$ cat src/sdm_consts.vh
// constants for the serial debug memory port
`ifndef SDM_CONSTS_VH
`define SDM_CONSTS_VH

// command codes
`define SDM_CMD_WRITE 8'h02
`define SDM_CMD_READ 8'h03

// field widths
`define SDM_CMD_W 8
`define SDM_ADDR_W 16
`define SDM_DATA_W 16

// last bit index inside a command byte and inside a 16-bit field
`define SDM_CMD_LAST 4'h7
`define SDM_WORD_LAST 4'hf

// pin indices in the synchroniser vector
`define SDM_PIN_CS 0
`define SDM_PIN_SCK 1
`define SDM_PIN_DIN 2
`define SDM_PIN_N 3

// reset values
`define SDM_PINS_RST 3'h1
`define SDM_ADDR_RST 16'h0000
`define SDM_DATA_RST 16'h0000

// write buffer shape
`define SDM_FIFO_DEPTH 8
`define SDM_FIFO_AW 3

`endif

$ cat src/sdm_debug_port.v
// serial debug memory port: pin sampling, sequencer and write buffer
`timescale 1ns/1ns
`default_nettype none
`include "sdm_consts.vh"

// Function
// chip select rising ends the transaction and drops any partial word
// master keeps chip select low for the whole transaction
// data-in is sampled on each rising serial clock edge
// during reads data-out changes on each falling serial clock edge
// the master makes the serial clock; the device never drives it
// each further 16 clocks with select low moves one word, next address
// write opens with command 02, then 16-bit address, then data words
// writes store first word at address, later words at following addresses
// read opens with command 03, then the 16-bit start address
// reads return a check word, then the addressed contents
// check word is command byte above upper eight address bits
// reads continue with each next location every 16 clocks
// deselected data-out driven low when running, high when stopped
// data-out must not be wired in parallel with other slaves
// select held high resets the port to expect a command byte
// master lowers select then sends the command byte before the address
// 16-bit addresses and data, usable whether processor runs or stops
// fields go msb first; unknown commands touch no memory
// the address counter wraps from ffff to zero

// ----------------------------------------------------------------
// write buffer
// ----------------------------------------------------------------
module sdm_fifo #(
  parameter WIDTH = 32,
  parameter DEPTH = `SDM_FIFO_DEPTH,
  parameter AW = `SDM_FIFO_AW
) (
  input wire clk_in,
  input wire arst_n_in,
  input wire in_valid_in,
  output wire in_ready_out,
  input wire [WIDTH-1:0] in_data_in,
  output wire out_valid_out,
  input wire out_ready_in,
  output wire [WIDTH-1:0] out_data_out
);
  reg [WIDTH-1:0] mem_q [0:DEPTH-1];
  reg [AW-1:0] wr_ptr_q;
  reg [AW-1:0] rd_ptr_q;
  reg [AW:0] count_q;
  wire push;
  wire pop;

  assign in_ready_out = (count_q != DEPTH[AW:0]);
  assign out_valid_out = (count_q != {(AW+1){1'b0}});
  assign push = in_valid_in & in_ready_out;
  assign pop = out_valid_out & out_ready_in;
  assign out_data_out = mem_q[rd_ptr_q];

  always @(posedge clk_in) begin
    if (push) begin
      mem_q[wr_ptr_q] <= in_data_in;
    end
  end

  always @(posedge clk_in or negedge arst_n_in) begin
    if (!arst_n_in) begin
      wr_ptr_q <= {AW{1'b0}};
      rd_ptr_q <= {AW{1'b0}};
      count_q <= {(AW+1){1'b0}};
    end else begin
      if (push) begin
        wr_ptr_q <= (wr_ptr_q == DEPTH[AW-1:0] - 1'b1) ? {AW{1'b0}} : wr_ptr_q + 1'b1;
      end
      if (pop) begin
        rd_ptr_q <= (rd_ptr_q == DEPTH[AW-1:0] - 1'b1) ? {AW{1'b0}} : rd_ptr_q + 1'b1;
      end
      if (push && !pop) begin
        count_q <= count_q + 1'b1;
      end else if (pop && !push) begin
        count_q <= count_q - 1'b1;
      end
    end
  end
endmodule

// ----------------------------------------------------------------
// port top
// ----------------------------------------------------------------
module sdm_debug_port (
  input wire mclk_in,
  input wire arst_n_in,
  input wire cs_n_in,
  input wire sck_in,
  input wire din_in,
  output wire dout_out,
  output wire dout_oe_n_out,
  input wire cpu_stopped_in,
  output wire mem_wr_valid_out,
  input wire mem_wr_ready_in,
  output wire [15:0] mem_wr_addr_out,
  output wire [15:0] mem_wr_data_out,
  output wire mem_rd_req_out,
  output wire [15:0] mem_rd_addr_out,
  input wire mem_rd_valid_in,
  input wire [15:0] mem_rd_data_in
);

  // ----------------------------------------------------------------
  // pin synchronisers
  // ----------------------------------------------------------------
  reg [`SDM_PIN_N-1:0] sync1_q;
  reg [`SDM_PIN_N-1:0] sync2_q;
  reg [`SDM_PIN_N-1:0] sync3_q;
  reg [`SDM_PIN_N-1:0] pin_q;
  reg [`SDM_PIN_N-1:0] pin_prev_q;
  wire [`SDM_PIN_N-1:0] pin_raw;
  wire [`SDM_PIN_N-1:0] pin_d;

  assign pin_raw = {din_in, sck_in, cs_n_in};

  genvar gi;
  generate
    for (gi = 0; gi < `SDM_PIN_N; gi = gi + 1) begin : g_pin
      // a level counts only once the two later stages agree
      assign pin_d[gi] = (sync2_q[gi] == sync3_q[gi]) ? sync3_q[gi] : pin_q[gi];
    end
  endgenerate

  always @(posedge mclk_in or negedge arst_n_in) begin
    if (!arst_n_in) begin
      sync1_q <= `SDM_PINS_RST;
      sync2_q <= `SDM_PINS_RST;
      sync3_q <= `SDM_PINS_RST;
      pin_q <= `SDM_PINS_RST;
      pin_prev_q <= `SDM_PINS_RST;
    end else begin
      sync1_q <= pin_raw;
      sync2_q <= sync1_q;
      sync3_q <= sync2_q;
      pin_q <= pin_d;
      pin_prev_q <= pin_q;
    end
  end

  wire cs_active;
  wire sck_rise;
  wire sck_fall;
  wire din_bit;

  // the serial clock is only ever an input here
  assign cs_active = ~pin_q[`SDM_PIN_CS];
  assign sck_rise = pin_q[`SDM_PIN_SCK] & ~pin_prev_q[`SDM_PIN_SCK];
  assign sck_fall = ~pin_q[`SDM_PIN_SCK] & pin_prev_q[`SDM_PIN_SCK];
  assign din_bit = pin_q[`SDM_PIN_DIN];

  // ----------------------------------------------------------------
  // sequencer
  // ----------------------------------------------------------------
  reg [2:0] state_q;
  localparam [2:0] ST_CMD = 3'h0;
  localparam [2:0] ST_ADDR = 3'h1;
  localparam [2:0] ST_WDATA = 3'h2;
  localparam [2:0] ST_RDATA = 3'h3;
  localparam [2:0] ST_IGNORE = 3'h4;
  reg [3:0] bit_cnt_q;
  reg [15:0] shift_q;
  reg [7:0] cmd_q;
  reg [15:0] addr_q;
  reg [15:0] tx_q;
  reg dout_q;
  reg rd_req_q;
  reg [15:0] rd_addr_q;
  reg [15:0] rd_buf_q;
  reg wr_pend_q;
  reg [15:0] wr_addr_q;
  reg [15:0] wr_data_q;
  wire fifo_in_ready;
  wire [15:0] rx_word;
  wire [7:0] rx_cmd;

  // msb first: new bit enters at the bottom
  assign rx_word = {shift_q[14:0], din_bit};
  assign rx_cmd = rx_word[7:0];

  always @(posedge mclk_in or negedge arst_n_in) begin
    if (!arst_n_in) begin
      state_q <= ST_CMD;
      bit_cnt_q <= 4'h0;
      shift_q <= `SDM_DATA_RST;
      cmd_q <= 8'h00;
      addr_q <= `SDM_ADDR_RST;
      tx_q <= `SDM_DATA_RST;
      dout_q <= 1'b0;
      rd_req_q <= 1'b0;
      rd_addr_q <= `SDM_ADDR_RST;
      wr_pend_q <= 1'b0;
      wr_addr_q <= `SDM_ADDR_RST;
      wr_data_q <= `SDM_DATA_RST;
    end else begin
      rd_req_q <= 1'b0;
      if (wr_pend_q && fifo_in_ready) begin
        wr_pend_q <= 1'b0;
      end
      if (!cs_active) begin
        // deselect drops partial words and rearms for a command byte
        state_q <= ST_CMD;
        bit_cnt_q <= 4'h0;
        shift_q <= `SDM_DATA_RST;
        dout_q <= cpu_stopped_in;
      end else if (sck_rise) begin
        shift_q <= rx_word;
        bit_cnt_q <= bit_cnt_q + 4'h1;
        case (state_q)
          ST_CMD: begin
            if (bit_cnt_q == `SDM_CMD_LAST) begin
              cmd_q <= rx_cmd;
              bit_cnt_q <= 4'h0;
              if (rx_cmd == `SDM_CMD_WRITE || rx_cmd == `SDM_CMD_READ) begin
                state_q <= ST_ADDR;
              end else begin
                state_q <= ST_IGNORE;
              end
            end
          end
          ST_ADDR: begin
            if (bit_cnt_q == `SDM_WORD_LAST) begin
              addr_q <= rx_word;
              if (cmd_q == `SDM_CMD_READ) begin
                state_q <= ST_RDATA;
                tx_q <= {cmd_q, rx_word[15:8]};
                rd_req_q <= 1'b1;
                rd_addr_q <= rx_word;
              end else begin
                state_q <= ST_WDATA;
              end
            end
          end
          ST_WDATA: begin
            if (bit_cnt_q == `SDM_WORD_LAST) begin
              // one word in flight beyond the buffer; a full buffer for
              // a whole word time overwrites it
              wr_pend_q <= 1'b1;
              wr_addr_q <= addr_q;
              wr_data_q <= rx_word;
              addr_q <= addr_q + 16'h0001;
            end
          end
          ST_RDATA: begin
            if (bit_cnt_q == `SDM_WORD_LAST) begin
              // prefetch leaves a whole word time for the memory answer
              tx_q <= rd_buf_q;
              rd_req_q <= 1'b1;
              rd_addr_q <= addr_q + 16'h0001;
              addr_q <= addr_q + 16'h0001;
            end
          end
          ST_IGNORE: begin
            bit_cnt_q <= 4'h0;
          end
          default: begin
            state_q <= ST_IGNORE;
          end
        endcase
      end else if (sck_fall) begin
        if (state_q == ST_RDATA) begin
          dout_q <= tx_q[15];
          tx_q <= {tx_q[14:0], 1'b0};
        end else begin
          dout_q <= 1'b0;
        end
      end
    end
  end

  always @(posedge mclk_in or negedge arst_n_in) begin
    if (!arst_n_in) begin
      rd_buf_q <= `SDM_DATA_RST;
    end else if (mem_rd_valid_in) begin
      rd_buf_q <= mem_rd_data_in;
    end
  end

  // ----------------------------------------------------------------
  // outputs and write buffer
  // ----------------------------------------------------------------
  // never released, so the line cannot be shared with other slaves
  assign dout_out = dout_q;
  assign dout_oe_n_out = 1'b0;
  assign mem_rd_req_out = rd_req_q;
  assign mem_rd_addr_out = rd_addr_q;

  wire [31:0] fifo_out_data;

  sdm_fifo #(
    .WIDTH(32),
    .DEPTH(`SDM_FIFO_DEPTH),
    .AW(`SDM_FIFO_AW)
  ) u_wr_fifo (
    .clk_in(mclk_in),
    .arst_n_in(arst_n_in),
    .in_valid_in(wr_pend_q),
    .in_ready_out(fifo_in_ready),
    .in_data_in({wr_addr_q, wr_data_q}),
    .out_valid_out(mem_wr_valid_out),
    .out_ready_in(mem_wr_ready_in),
    .out_data_out(fifo_out_data)
  );

  assign mem_wr_addr_out = fifo_out_data[31:16];
  assign mem_wr_data_out = fifo_out_data[15:0];

endmodule

`default_nettype wire

$ cat config.mk
export PLATFORM = sky130hd
export DESIGN_NAME = sdm_debug_port
export DESIGN_NICKNAME = d
export VERILOG_FILES = /design/src/sdm_debug_port.v
export VERILOG_INCLUDE_DIRS = /design/src
export SDC_FILE = /design/constraint.sdc
export NUM_CORES = 1
export LEC_CHECK = 0
export ABC_AREA = 1
export BUFFER_PORTS_ARGS = -buffer_cell sky130_fd_sc_hd__buf_4
export CAP_MARGIN = 20
export CORE_UTILIZATION = 60
export CTS_CLUSTER_DIAMETER = 200
export DETAILED_ROUTE_END_ITERATION = 6
export GPL_TIMING_DRIVEN = 0
export MAX_ROUTING_LAYER = met4
export PLACE_DENSITY = 0.77
export SYNTH_ARGS = -nofsm -noshare
export SYNTH_HDL_FRONTEND = slang
export SYNTH_HIERARCHICAL = 1
export SYNTH_SLANG_ARGS = --single-unit
$ cat constraint.sdc
create_clock -name mclk_in -period 4.7 [get_ports mclk_in]
set_input_delay 0.705 -clock mclk_in [delete_from_list [all_inputs] [get_ports mclk_in]]
set_output_delay 0.705 -clock mclk_in [all_outputs]
set_load 0.1 [all_outputs]
==> results.json <==
{
  "grt_pass1_vias": 12610,
  "status": "complete, no violations",
  "layout.nets": 1863,
  "synth-seq-area-share_pct": 66.60,
  "dp_cells": 2162,
  "critPathMaxFanout": 10,
  "hold_class": "in -> async",
  "grt_max_degree": 101,
  "synth_top_area_share_pct": 44.54,
  "syn_inst": 1701,
  "drive_above_1_share_pct": 12.08,
  "cp-endpoint": "mem_wr_data_out[1]",
  "power_leakage_nw": 8.053,
  "first_iter_violations": 1529,
  "crit_start": "u_wr_fifo/rd_ptr_q[1]",
  "hold_viol": 0,
  "p_per_area_mw_per_mm2": 366.3,
  "synthAdderAreaFrac_pct": 1.087,
  "htree_levels": 2,
  "yosysUniqueCellTypes": 41,
  "pre_cts_slack_ps": 1973,
  "period_needed_ps": 3426,
  "placed_area_mm2": 0.01859,
  "synth_compound_area_share_pct": 8.489,
  "vias": 12710,
  "ios": 76,
  "required_ps": 3990,
  "slew_viol_final": 0,
  "ff2ff_path_depth": 11,
  "final_cell_area_mm2": 0.01989,
  "cp_num_cells": 7,
  "max_slew_margin_pct": 39.13,
  "ys_top_cells_by_area": "edfxtp_1 45%, dfrtp_1 21%, nand2_1 14%",
  "reg2reg_to": "u_wr_fifo/count_q[3]",
  "die-area_mm2": 0.02945,
  "grt_pass1_wl_mm": 67.81,
  "critPathKind": "reg -> out",
  "critical_path.slowest_cell": "clkbuf_1",
  "clk_latency_ps": 530,
  "max_stage_delay_ps": 560,
  "core_area_mm2": 0.02801,
  "power_mw": 7.286,
  "synthMuxAreaShare_pct": 0.5872,
  "rsz0062_at_grt": "no",
  "fillerInstances": 1961,
  "whs_ps": 260.2,
  "diodes": 0,
  "cts-root-buf": "clkbuf_16",
  "die_y_um": 171.6,
  "crit_arrival_ps": 2720,
  "path_common_cell": "nand2_1",
  "fin_ws_ps": 1274,
  "ctsHoldBuffers": 0,
  "yosys.area_share.simple_pct": 18.52,
  "syn_avg_cell_area_um2": 10.15,
  "drc": 0,
  "synth_area_mm2": 0.01726,
  "synth-xor-area-share_pct": 0.4567,
  "yosys_warnings": 6,
  "port_buffers": 74,
  "vdd_drop_max_uv": 384.0,
  "synth_edf_count": 256,
  "wl_per_cell_um": 19.29,
  "area_growth_pct": 15.22,
  "start_util_pct": 61.62,
  "worstPathCellList": "clkbuf_1 > buf_2 > nand2_1 > o21ai_1 > nand2_1 > nand2_1 > buf_4",
  "final_antenna_net_count": 0,
  "synth-seq-cells": 408,
  "wirelength_mm": 43.08,
  "yosys.area.top_type": "edfxtp_1",
  "worst-r2r-setup-slack_ps": 2320,
  "synthFlopType": "edfxtp_1",
  "path_clk_slew_ps": 60,
  "max_freq_ghz": 0.2919,
  "die_w_um": 171.6,
  "cts_tree": "done",
  "r2r-start": "u_wr_fifo/count_q[0]",
  "fin_cells": 2233,
  "fin_crit_sh_pct": 72.89,
  "first_pass_iters": 5,
  "synth_fp_nets": 1737,
  "vias_per_cell": 5.691,
  "async_flop_share_pct": 37.25,
  "cp_top_family": "buffers and inverters",
  "cts_max_path_buffers": 3,
  "dpl.hpwl_mm": 29.28,
  "tightest_slew_ps": 913.0,
  "synth_top_family_by_area": "simple AND/OR/NAND/NOR gates",
  "rows": 61,
  "track_usage_pct": 31.57,
  "antenna_found_initial": 0,
  "ctsResizeCount": 0,
  "cp-end-kind": "primary output",
  "numCtsBuffers": 41,
  "cp_num_buf_inv": 3,
  "grt-ovfl-total": 0,
  "place_congestion": 0.9521,
  "post-cts-setup-buffers": 0,
  "setup_violations": 0,
  "skew_ps": 9.043,
  "drv_cap": 0,
  "cts_sinks": 408,
  "fin_setup_tns_ps": 0,
  "setup.worst_path.start_class": "flop",
  "fin_util_pct": 71.00
}
## routing by layer
metal | share of wire [%] | vias to the layer above | track usage [%] | wire length (um)
met1 | 40 | 6143 | 39.73 | 17180
met4 | 3.7 | 0 | 13.12 | 1574
met5 | 0 | - | - | 0
li1 | - | 5917 | - | -
met2 | 50 | 532 | 52.24 | 21470
met3 | 6.6 | 116 | 3.751 | 2850
## worst min path at each step
| stage | from | endpoint | slack (ps) | depth (start not counted) |
|---|---|---|---|---|
| after floorplan | sync1_q[1] | sync2_q[1] | 330 | 0 |
| after global placement | sync1_q[2] | sync2_q[2] | 330 | 0 |
| after detailed placement | sync1_q[2] | sync2_q[2] | 340 | 0 |
| after CTS | cs_n_in | sync1_q[0] | 270 | 1 |
| after global routing | cs_n_in | sync1_q[0] | 270 | 1 |
| final | arst_n_in | rd_buf_q[14] | 260 | 1 |
## cells in the final DEF (no fill, tap or decap), types with 43 or more instances in the layout
cell type,instances
buf_4,79
o21ai_1,88
edfxtp_1,256
o21ai_0,133
nand2_1,630
nor2_1,123
clkbuf_16,43
inv_1,69
nand3_1,48
dfrtp_1,148
## cell families after synthesis
family | count (synthesis)
AND/OR/NAND/NOR | 824
flip-flops | 408
AO/OA/AOI/OAI | 276
buffers and inverters | 159
adder cells (fa/ha/maj) | 15
XOR/XNOR | 9
multiplexers | 9
other | 1
## where the power goes
| part | switching (mW) | internal, mW | total, mW |
|---|---|---|---|
| Combinational | 0.163 | 0.0788 | 0.241 |
| Clock | 1.31 | 1.85 | 3.16 |
| Sequential | 0.0430 | 3.84 | 3.88 |
| Total | 1.52 | 5.77 | 7.29 |
## flip-flops by register name (all words and copies together) (netlist names)
name and flops:
state_q 3, u_wr_fifo/count_q 4, sync1_q 3, shift_q 15, sync3_q 3, cmd_q 8
pin_q 3, rd_buf_q 16, sync2_q 3, u_wr_fifo/rd_ptr_q 3, u_wr_fifo/mem_q 256, bit_cnt_q 4
wr_data_q 16, dout_out 1, wr_pend_q 1, addr_q 16, mem_rd_req_out 1, wr_addr_q 16
u_wr_fifo/wr_ptr_q 3, pin_prev_q 1, tx_q 16, mem_rd_addr_out 16
## final cells by class
class / count / area (um^2) / area share, %
flip-flops and latches: 408 / 11500 / 57.80
multi-input cells: 1134 / 5094 / 25.61
clock buffers: 52 / 1120 / 5.631
repair buffers: 83 / 799.5 / 4.020
well taps: 378 / 473.0 / 2.378
plain buffers: 82 / 439.2 / 2.208
inverters: 77 / 291.5 / 1.466
clock inverters: 19 / 175.2 / 0.8808
## Yosys cell counts (4+ instances only)
master and n:
a21oi_1 20, buf_1 7, buf_2 26, buf_4 6
buf_6 10, clkbuf_1 32, dfrtp_1 148, dfstp_2 4
edfxtp_1 256, ha_1 11, inv_1 69, inv_2 7
mux2_2 9, nand2_1 630, nand3_1 48, nand4_1 4
nor2_1 131, o211ai_1 9, o21ai_0 133, o21ai_1 88
o22ai_1 20, xor2_1 7
No activity file was read; power rests on OpenSTA's default activity.
